`config.mk`:
```
export PLATFORM = sky130hd
export DESIGN_NAME = pfs_sequencer
export DESIGN_NICKNAME = d
export VERILOG_FILES = /design/src/design/pfs_pkg.sv /design/src/design/pfs_sequencer.sv /design/src/design/pfs_run3.sv /design/src/design/pfs_timer.sv
export SDC_FILE = /design/constraint.sdc
export NUM_CORES = 1
export LEC_CHECK = 0
export ABC_AREA = 1
export BUFFER_PORTS_ARGS = -buffer_cell sky130_fd_sc_hd__buf_2
export CELL_PAD_IN_SITES_DETAIL_PLACEMENT = 0
export CELL_PAD_IN_SITES_GLOBAL_PLACEMENT = 1
export CORE_ASPECT_RATIO = 1.1
export CORE_MARGIN = 2
export CORE_UTILIZATION = 50
export CTS_BUF_LIST = sky130_fd_sc_hd__clkbuf_8
export CTS_CLUSTER_DIAMETER = 150
export DETAILED_ROUTE_END_ITERATION = 12
export PLACE_DENSITY_LB_ADDON = 0.1
export SYNTH_ARGS = -nofsm -noshare
export SYNTH_HDL_FRONTEND = slang
export SYNTH_SLANG_ARGS = --single-unit
export TNS_END_PERCENT = 100
```
`constraint.sdc`:
```
create_clock -name clk -period 2.73 [get_ports clk]
set_input_delay 0.6825 -clock clk [delete_from_list [all_inputs] [get_ports clk]]
set_output_delay 0.6825 -clock clk [all_outputs]
set_load 0.01 [all_outputs]
```
`src/design/pfs_pkg.sv`:
```
// package: constants and state encoding for the fault and protection sequencer
package pfs_pkg;
  localparam int unsigned CLK_HZ = 50_000_000;
  localparam int unsigned CLK_NS = 20;
  // maximum diode-conduction interval steps, in microseconds
  localparam int unsigned DCH_MIN_US = 250;
  localparam int unsigned DCH_MID_US = 500;
  localparam int unsigned DCH_TOP_US = 1000;
  localparam int unsigned DCH_MIN_CYC = DCH_MIN_US * (CLK_HZ / 1_000_000);
  localparam int unsigned DCH_MID_CYC = DCH_MID_US * (CLK_HZ / 1_000_000);
  localparam int unsigned DCH_TOP_CYC = DCH_TOP_US * (CLK_HZ / 1_000_000);
  // timing defaults (plain values, no printed figures)
  localparam int unsigned LEB1_NS = 200;
  localparam int unsigned LEB2_NS = 100;
  localparam int unsigned OV2_BLANK_NS = 1000;
  localparam int unsigned OV2_EN_NS = 2000;
  localparam int unsigned LEB1_CYC = (LEB1_NS + CLK_NS - 1) / CLK_NS;
  localparam int unsigned LEB2_CYC = (LEB2_NS + CLK_NS - 1) / CLK_NS;
  localparam int unsigned OV2_BLANK_CYC = (OV2_BLANK_NS + CLK_NS - 1) / CLK_NS;
  localparam int unsigned OV2_EN_CYC = OV2_EN_NS / CLK_NS;
  localparam int unsigned SUPPLY_FILT_US = 20;
  localparam int unsigned LONG_FAULT_MS = 1000;
  localparam int unsigned SUPPLY_FILT_CYC = SUPPLY_FILT_US * (CLK_HZ / 1_000_000);
  localparam int unsigned LONG_FAULT_CYC = LONG_FAULT_MS * (CLK_HZ / 1000);
  localparam int unsigned DELAY_READ_CYC = 64;
  localparam logic [1:0] FAULT_RUN_LEN = 2'h3;
  localparam logic [2:0] SOFT_STEPS = 3'h4;
  localparam logic [2:0] GAIN_NOMINAL = 3'h1;
  localparam logic [2:0] GAIN_FAST = 3'h6;

  typedef enum logic [5:0] {
    PFS_DORMANT   = 6'h01,
    PFS_STOP      = 6'h02,
    PFS_DLY_READ  = 6'h04,
    PFS_BURST_OFF = 6'h08,
    PFS_RUN       = 6'h10,
    PFS_SOFT_OFF  = 6'h20
  } pfs_state_t;
endpackage

```
`src/design/pfs_sequencer.sv`:
```
// fault and protection sequencer of a boost power-factor controller
`timescale 1ns/10ps
module pfs_sequencer #(
  parameter int unsigned LONG_FAULT_CYCLES = pfs_pkg::LONG_FAULT_CYC,
  parameter int unsigned SUPPLY_FILT_CYCLES = pfs_pkg::SUPPLY_FILT_CYC,
  parameter int unsigned DCH_MIN_CYCLES = pfs_pkg::DCH_MIN_CYC,
  parameter int unsigned DCH_MID_CYCLES = pfs_pkg::DCH_MID_CYC,
  parameter int unsigned DCH_TOP_CYCLES = pfs_pkg::DCH_TOP_CYC
)
(
  // clock and reset
  input wire logic clk,
  input wire logic rst_n,
  // supply comparators
  input wire logic supply_above_start,
  input wire logic supply_below_stop,
  // current sense comparators on the drain current sense pin
  input wire logic peak_limit_cmp,
  input wire logic gross_current_cmp,
  // overvoltage comparators
  input wire logic output_overvolt_cmp,
  input wire logic drain_overvolt_cmp,
  // output window comparators around the regulation reference
  input wire logic output_above_window,
  input wire logic output_below_window,
  // cycle timing from the modulator
  input wire logic on_time_done,
  input wire logic zero_current,
  input wire logic burst_demand_on,
  input wire logic valley_ready,
  // gate and analog controls
  output logic gate_drive,
  output logic [2:0] soft_level,
  output logic comp_discharge_switch,
  output logic [2:0] ea_gain,
  // status
  output logic long_fault,
  output logic drain_overvolt_fault,
  output logic [1:0] dch_step,
  output logic switching
);
  localparam int TW = 26;

  pfs_pkg::pfs_state_t state_q, state_d;
  logic gate_q;
  logic [2:0] soft_q;
  logic [1:0] step_q;
  logic [15:0] on_cnt_q;
  logic [6:0] ov2_cnt_q;
  logic [6:0] ovf_cnt_q;
  logic ovf_arm_q, ov2_prev_q;
  logic cut_q, ov2_trip_q, short_q;
  logic waiting_q;
  logic disch_q, lf_q, d2f_q, sw_q;
  logic gross_trip_q;
  logic [2:0] gain_q;
  logic [TW-1:0] uv_cnt_q;

  // cycle decoding
  wire in_run = (state_q == pfs_pkg::PFS_RUN) || (state_q == pfs_pkg::PFS_SOFT_OFF);
  wire leb1_over = on_cnt_q >= 16'(pfs_pkg::LEB1_CYC);
  wire leb2_over = on_cnt_q >= 16'(pfs_pkg::LEB2_CYC);
  wire peak_limit_cmp_cut = gate_q && leb1_over && peak_limit_cmp;
  wire gross_current_cmp_cut = gate_q && leb2_over && gross_current_cmp;
  wire ocp_cut = peak_limit_cmp_cut || gross_current_cmp_cut;
  wire gate_off = gate_q && (ocp_cut || on_time_done);
  wire dch_period = !gate_q && waiting_q;
  wire ov2_valid = dch_period && (ov2_cnt_q >= 7'(pfs_pkg::OV2_BLANK_CYC));
  wire ov2_seen = ov2_valid && drain_overvolt_cmp;
  wire ov2_fall = ov2_valid && ov2_prev_q && !drain_overvolt_cmp;
  wire gap_short = ovf_arm_q && (ovf_cnt_q < 7'(pfs_pkg::OV2_EN_CYC));

  // maximum diode interval selected by the step
  wire [TW-1:0] dch_max = (step_q == 2'h0) ? TW'(DCH_MIN_CYCLES) :
                          (step_q == 2'h1) ? TW'(DCH_MID_CYCLES) : TW'(DCH_TOP_CYCLES);
  wire dch_running;
  wire start_next = waiting_q && (zero_current || !dch_running) && valley_ready;
  wire cycle_end = waiting_q && start_next;

  // fault qualifiers
  wire lf_hit, d2_hit;
  wire uv_trip = supply_below_stop && (uv_cnt_q >= TW'(SUPPLY_FILT_CYCLES));
  wire halt_now = lf_hit || d2_hit || uv_trip;
  wire hold_running;
  wire read_running;

  pfs_run3 u_gross_run
  (
    .clk(clk),
    .rst_n(rst_n),
    .cycle_end(cycle_end),
    .qualify(cut_q && gross_trip_q),
    .clear(!in_run),
    .hit(lf_hit)
  );

  pfs_run3 u_drain_run
  (
    .clk(clk),
    .rst_n(rst_n),
    .cycle_end(cycle_end),
    .qualify(short_q || (zero_current && gap_short)),
    .clear(!in_run),
    .hit(d2_hit)
  );

  pfs_timer #(.W(TW)) u_dch_timer
  (
    .clk(clk),
    .rst_n(rst_n),
    .load(gate_off),
    .value(dch_max),
    .running(dch_running)
  );

  pfs_timer #(.W(TW)) u_hold_timer
  (
    .clk(clk),
    .rst_n(rst_n),
    .load(lf_hit || d2_hit),
    .value(TW'(LONG_FAULT_CYCLES)),
    .running(hold_running)
  );

  pfs_timer #(.W(TW)) u_read_timer
  (
    .clk(clk),
    .rst_n(rst_n),
    .load(state_q == pfs_pkg::PFS_STOP && state_d == pfs_pkg::PFS_DLY_READ),
    .value(TW'(pfs_pkg::DELAY_READ_CYC)),
    .running(read_running)
  );

  // state sequencing
  always_comb
  begin
    state_d = state_q;
    unique case (state_q)
      pfs_pkg::PFS_DORMANT:
        if (supply_above_start)
          state_d = pfs_pkg::PFS_STOP;
      pfs_pkg::PFS_STOP:
        if (!hold_running)
          state_d = pfs_pkg::PFS_DLY_READ;
      pfs_pkg::PFS_DLY_READ:
        if (!read_running)
          state_d = pfs_pkg::PFS_BURST_OFF;
      pfs_pkg::PFS_BURST_OFF:
        if (burst_demand_on && !output_overvolt_cmp)
          state_d = pfs_pkg::PFS_RUN;
      pfs_pkg::PFS_RUN:
        if (output_overvolt_cmp || !burst_demand_on)
          state_d = pfs_pkg::PFS_SOFT_OFF;
      pfs_pkg::PFS_SOFT_OFF:
        if (cycle_end && soft_q == 3'h1)
          state_d = pfs_pkg::PFS_BURST_OFF;
      default:
        state_d = pfs_pkg::PFS_DORMANT;
    endcase
    if (halt_now && in_run)
      state_d = pfs_pkg::PFS_STOP;
    if (uv_trip)
      state_d = pfs_pkg::PFS_DORMANT;
  end

  always_ff @(posedge clk)
  begin
    if (!rst_n)
      state_q <= pfs_pkg::PFS_DORMANT;
    else
      state_q <= state_d;
  end

  // supply drop filter runs only while awake
  always_ff @(posedge clk)
  begin
    if (!rst_n || !supply_below_stop || state_q == pfs_pkg::PFS_DORMANT)
      uv_cnt_q <= '0;
    else if (!uv_trip)
      uv_cnt_q <= uv_cnt_q + 1'b1;
  end

  // gate pulse and on-time counter
  always_ff @(posedge clk)
  begin
    if (!rst_n || !in_run || halt_now)
    begin
      gate_q <= 1'b0;
      waiting_q <= 1'b0;
      on_cnt_q <= '0;
    end
    else if (gate_q)
    begin
      gate_q <= !gate_off;
      waiting_q <= gate_off;
      on_cnt_q <= on_cnt_q + 16'h1;
    end
    else if (!waiting_q || start_next)
    begin
      gate_q <= !(state_q == pfs_pkg::PFS_SOFT_OFF && soft_q == 3'h1 && waiting_q);
      waiting_q <= 1'b0;
      on_cnt_q <= '0;
    end
  end

  // soft ramp: modulator scales the on-time by soft_level out of four
  always_ff @(posedge clk)
  begin
    if (!rst_n || !in_run)
      soft_q <= 3'h1;
    else if (cycle_end && state_q == pfs_pkg::PFS_RUN && soft_q < pfs_pkg::SOFT_STEPS)
      soft_q <= soft_q + 3'h1;
    else if (cycle_end && state_q == pfs_pkg::PFS_SOFT_OFF && soft_q > 3'h1)
      soft_q <= soft_q - 3'h1;
  end

  // per-cycle records, cleared when the next pulse begins
  always_ff @(posedge clk)
  begin
    if (!rst_n || !in_run || (!gate_q && !waiting_q) || cycle_end)
    begin
      cut_q <= 1'b0;
      gross_trip_q <= 1'b0;
      ov2_trip_q <= 1'b0;
      short_q <= 1'b0;
    end
    else
    begin
      if (gate_off)
      begin
        cut_q <= ocp_cut;
        gross_trip_q <= gross_current_cmp_cut;
      end
      if (ov2_seen)
        ov2_trip_q <= 1'b1;
      if (zero_current && gap_short)
        short_q <= 1'b1;
    end
  end

  // maximum diode interval step, saturating both ways
  always_ff @(posedge clk)
  begin
    if (!rst_n)
      step_q <= 2'h0;
    else if (gate_off && ocp_cut && step_q != 2'h2)
      step_q <= step_q + 2'h1;
    else if (gate_off && !ocp_cut && step_q != 2'h0)
      step_q <= step_q - 2'h1;
  end

  // drain overvoltage blanking and gap timing
  always_ff @(posedge clk)
  begin
    if (!rst_n || gate_q || !in_run)
    begin
      ov2_cnt_q <= '0;
      ovf_cnt_q <= '0;
      ovf_arm_q <= 1'b0;
      ov2_prev_q <= 1'b0;
    end
    else
    begin
      if (ov2_cnt_q != 7'h7f)
        ov2_cnt_q <= ov2_cnt_q + 7'h1;
      ov2_prev_q <= ov2_valid && drain_overvolt_cmp;
      if (ov2_fall)
      begin
        ovf_arm_q <= 1'b1;
        ovf_cnt_q <= '0;
      end
      else if (ovf_arm_q && ovf_cnt_q != 7'h7f)
        ovf_cnt_q <= ovf_cnt_q + 7'h1;
    end
  end

  // analog controls and status, all registered
  always_ff @(posedge clk)
  begin
    if (!rst_n)
    begin
      disch_q <= 1'b0;
      lf_q <= 1'b0;
      d2f_q <= 1'b0;
      gain_q <= pfs_pkg::GAIN_NOMINAL;
      sw_q <= 1'b0;
    end
    else
    begin
      // held through a tripping run, dropped at the first clean cycle end
      if (state_q == pfs_pkg::PFS_STOP)
        disch_q <= 1'b1;
      else if (ov2_seen)
        disch_q <= 1'b1;
      else if (cycle_end)
        disch_q <= ov2_trip_q;
      else if (!in_run)
        disch_q <= 1'b0;
      lf_q <= lf_hit || (lf_q && state_q == pfs_pkg::PFS_STOP);
      d2f_q <= d2_hit || (d2f_q && state_q == pfs_pkg::PFS_STOP);
      gain_q <= (output_above_window || output_below_window) ? pfs_pkg::GAIN_FAST :
                pfs_pkg::GAIN_NOMINAL;
      sw_q <= in_run;
    end
  end

  assign gate_drive = gate_q;
  assign soft_level = soft_q;
  assign comp_discharge_switch = disch_q;
  assign ea_gain = gain_q;
  assign long_fault = lf_q;
  assign drain_overvolt_fault = d2f_q;
  assign dch_step = step_q;
  assign switching = sw_q;
endmodule

```
`src/design/pfs_run3.sv`:
```
// three-in-a-row cycle qualifier used by both consecutive-cycle faults
`timescale 1ns/10ps
module pfs_run3
(
  // clock and reset
  input wire logic clk,
  input wire logic rst_n,
  // cycle summary
  input wire logic cycle_end,
  input wire logic qualify,
  input wire logic clear,
  // result
  output logic hit
);
  logic [1:0] cnt_q;
  wire last = (cnt_q == pfs_pkg::FAULT_RUN_LEN - 2'h1);
  always_ff @(posedge clk)
  begin
    if (!rst_n || clear)
      cnt_q <= 2'h0;
    else if (cycle_end)
      cnt_q <= (qualify && !last) ? cnt_q + 2'h1 : 2'h0;
  end
  assign hit = cycle_end && qualify && last;
endmodule

```
`src/design/pfs_timer.sv`:
```
// loadable down-counter that flags expiry
`timescale 1ns/10ps
module pfs_timer #(
  parameter int W = 26
)
(
  // clock and reset
  input wire logic clk,
  input wire logic rst_n,
  // control
  input wire logic load,
  input wire logic [W-1:0] value,
  // status
  output logic running
);
  logic [W-1:0] cnt_q;
  always_ff @(posedge clk)
  begin
    if (!rst_n)
      cnt_q <= '0;
    else if (load)
      cnt_q <= value;
    else if (cnt_q != '0)
      cnt_q <= cnt_q - 1'b1;
  end
  assign running = (cnt_q != '0);
endmodule

```
==> impl_metrics.py <==
metrics = {
    "clocking": {
        "postCtsSetupBuffers": 0,
        "cts_buffers": 17,
        "ctsResizeCount": 0,
        "path_clk_slew_ns": 0.08,
        "cts_tree": "yes",
        "root_buffer": "clkbuf_8",
        "hold_buffers": 0,
        "cts_sinks": 163,
        "htree_num_levels": 4,
        "insertion_delay_ns": 0.46,
        "cts_buffer_depth": 2,
    },
    "synthesis": {
        "ys_warn_count": 0,
        "synth_fp_nets": 1378,
        "syn_area_um2": 9160,
        "syn_area_per_cell_um2": 6.82,
        "synthArstFlopShare_pct": 0,
        "synth.largest_area_cell": "dfxtp_1",
        "ys.flop_type": "dfxtp_1",
        "netlist_instances": 1342,
        "synthTopCellsByArea": "dfxtp_1, nand2_1, nor2_1, inv_1, nand3_1",
        "netlist.area_leader.share_pct": 35.6,
        "synth-seq-cells": 163,
        "synth_edf_count": 0,
        "yosysUniqueCellTypes": 52,
        "seq_area_frac_synth_pct": 35.6,
    },
    "power_and_ir_drop": {
        "p_switching_mw": 4.13,
        "intPower_mw": 5.46,
        "power_density_nw_per_um2": 971,
        "sw_frac_of_total_pct": 43.1,
        "p_leak_nw": 4.19,
        "vdd_drop_max_mv": 0.491,
        "clock_power_share_pct": 18.8,
        "power_frac_comb_pct": 46.9,
        "pwr-share-seq_pct": 34.3,
    },
    "timing": {
        "timing_hold_violations_final": 0,
        "finalSetupViolCount": 0,
        "finalCritPeriodShare_pct": 86.5,
        "min_period_ns": 2.36,
        "max_slew_margin_pct": 52.8,
        "whs_ns": 0.448,
        "skew_ns": 0.0132,
        "fmax_mhz": 423,
        "tns_ns": 0,
        "tightest_slew_ns": 0.708,
        "maxSlewViolCount": 0,
        "grt_setup_unrepaired": "no",
    },
    "routing": {
        "num_vias": 8189,
        "viasPerCell": 5.05,
        "antenna_left": 0,
        "firstDrtPassIters": 5,
        "routed_wl_mm": 21.0,
        "dr.first_iter.drc_count": 432,
        "routedWlPerCell_um": 12.9,
        "drc_errors": 0,
    },
    "final_layout": {
        "fill_cells": 1807,
        "diodes": 0,
        "fin_area_um2": 9870,
        "drive_above_1_share_pct": 11.0,
        "postLayoutCoreUtil_pct": 55.5,
        "synthToLayoutAreaGrowth_pct": 7.84,
        "layout.nets": 1408,
    },
    "run": {
        "cap_violations": 0,
    },
    "floorplanning": {
        "coreArea_um2": 17800,
        "ioPinCount": 27,
        "start_util_pct": 51.4,
        "die-area_um2": 19400,
        "die_h_um": 146,
        "chipWidth_um": 133,
        "rows": 51,
    },
    "setup_path": {
        "cp_data_required_time_ns": 3.11,
        "worst-setup-path-type": "reg2reg",
        "crit_arrival_ns": 2.74,
        "slowest_stage": "nand3_2",
        "critPathMaxFanout": 14,
        "crit_path_max_incr_delay_ns": 0.42,
        "start_kind": "flip-flop",
        "crit_chain": "inv_1 -> ha_1 -> nand2_1 -> nor2_2 -> nand3_2 -> nor2_4 -> nor2_4 -> nor2_8 -> o21ai_2 -> nand3_2 -> nor3b_1",
        "crit_path_end_kind": "flip-flop",
    },
    "global_route": {
        "grt_max_degree": 26,
        "grt_pass1_wl_mm": 36.0,
        "overflow": 0,
        "antenna_found_initial": 0,
        "grt_pass1_vias": 7743,
        "grt.total_usage_pct": 22.4,
    },
    "place": {
        "hpwl_mm": 15.7,
        "placedInstanceArea_um2": 9470,
        "portBuffers": 26,
        "gp_congestion": 0.855,
    },
    "worst_hold_path": {
        "hold_path_class": "reg2reg",
    },
    "status": {
        "status": "finished clean",
    },
}
## synthesized netlist by cell type, drive strengths merged (3+ instances only)
master and count:
nand3b 5, a21oi 86, nand2 304, ha 22
xnor2 25, dfxtp 163, nor3 38, clkinv 3
xor2 37, clkbuf 5, a31oi 6, inv 167
o21ai 52, o21a 4, nand3 97, nor2 241
nand4 32, or2 10, buf 20, nor4 9
nor3b 3
## kinds of logic (layout without fill, tap and decap cells)
| kind of cell | count (synthesis) | after routing | synth area share (%) |
|---|---|---|---|
| AOI/OAI and AO/OA | 158 | 158 | 9.64 |
| xor gates and xnor gates | 62 | 62 | 5.93 |
| adders and majority gates | 22 | 22 | 3.01 |
| and+or+nand+nor | 742 | 742 | 36.8 |
| buffers and inverters | 195 | 237 | 9.03 |
| DFF | 163 | 163 | 35.6 |
## per-stage QoR
stage / setup slack (ns) / std cells / total power, mW
2_1_floorplan: 0.995 / 1342 / 6.97
3_3_place_gp: 0.182 / 1591 / 7.81
3_5_place_dp: 0.173 / 1591 / 7.82
4_1_cts: 0.347 / 1622 / 9.67
5_1_grt: 0.0449 / 1622 / 10.5
6_report: 0.368 / 1622 / 9.59
## power by group through the flow
stage | logic (mW) | clock network (mW) | registers, mW
CTS | 4.52 | 1.86 | 3.29
finish | 4.50 | 1.81 | 3.29
detailed placement | 4.49 | 0 | 3.33
floorplan | 3.75 | 0 | 3.22
global placement | 4.47 | 0 | 3.34
global route | 5.19 | 1.97 | 3.35
## sequential cells by signal (all words and copies together), names as in the netlist, 2 cells and up
name	flops
ea_gain	2
state_q	6
ov2_cnt_q	7
ovf_cnt_q	7
u_dch_timer.cnt_q	26
u_gross_run.cnt_q	2
u_hold_timer.cnt_q	26
on_cnt_q	16
u_drain_run.cnt_q	2
soft_level	3
u_read_timer.cnt_q	26
dch_step	2
uv_cnt_q	26
## path summary, 6_finish.rpt
check	depth (start not counted)	from	slack [ns]	endpoint
max	11	u_dch_timer.cnt_q[0]	0.37	on_cnt_q[8]
min	2	ov2_trip_q	0.45	ov2_trip_q
max reg2reg	11	u_dch_timer.cnt_q[0]	0.37	on_cnt_q[8]
min reg2reg	2	ov2_trip_q	0.45	ov2_trip_q
## metal layers
layer  up-vias  track usage, %  wire, µm
met4         0            7.15       380
li1       4355               -         -
met2       122            37.6      9830
met3        26            4.11       823
met5         -               0         0
met1      3686            29.0      9960
## placed cells by master (no fill, tap or decap), types with 2 or more instances in the layout
| master | count |
|---|---|
| nor3_1 | 37 |
| nand3b_1 | 5 |
| o21a_1 | 4 |
| a21oi_2 | 4 |
| xnor2_1 | 25 |
| nor3b_1 | 3 |
| nand3_1 | 89 |
| o21ai_1 | 8 |
| nor2_1 | 204 |
| clkbuf_8 | 19 |
| or2_2 | 9 |
| nand2_4 | 3 |
| clkinvlp_4 | 3 |
| buf_2 | 26 |
| nor4_1 | 9 |
| xor2_1 | 37 |
| nand4_1 | 31 |
| buf_4 | 10 |
| nor2_2 | 31 |
| o21ai_0 | 38 |
| nand2_2 | 10 |
| nand2_1 | 291 |
| inv_1 | 163 |
| nand3_2 | 6 |
| nand3_4 | 2 |
| o21ai_2 | 5 |
| a31oi_1 | 6 |
| o22ai_1 | 2 |
| ha_1 | 22 |
| bufinv_16 | 3 |
| dfxtp_1 | 163 |
| nor2_4 | 5 |
| a21oi_1 | 82 |
| inv_2 | 6 |
| clkinv_2 | 6 |
| o211ai_1 | 2 |
## critical path: cells and delay by family (launching register included)
kind                     cells  cell delay (ns)
AND/OR/NAND/NOR              8             1.33
flip-flops                   1             0.38
AO/OA/AOI/OAI                1             0.28
adder cells (fa/ha/maj)      1             0.21
buffers and inverters        1             0.09
## cell type report
type                            count  area [µm²]  area share [%]
Multi-Input combinational cell    984        5060            51.3
Sequential cell                   163        3260            33.1
Inverter                          170         641            6.49
Tap cell                          238         298            3.02
Clock buffer                       19         262            2.65
Timing Repair Buffer               36         205            2.08
Clock inverter                     12         140            1.42
(Power assumes the default switching activity.)
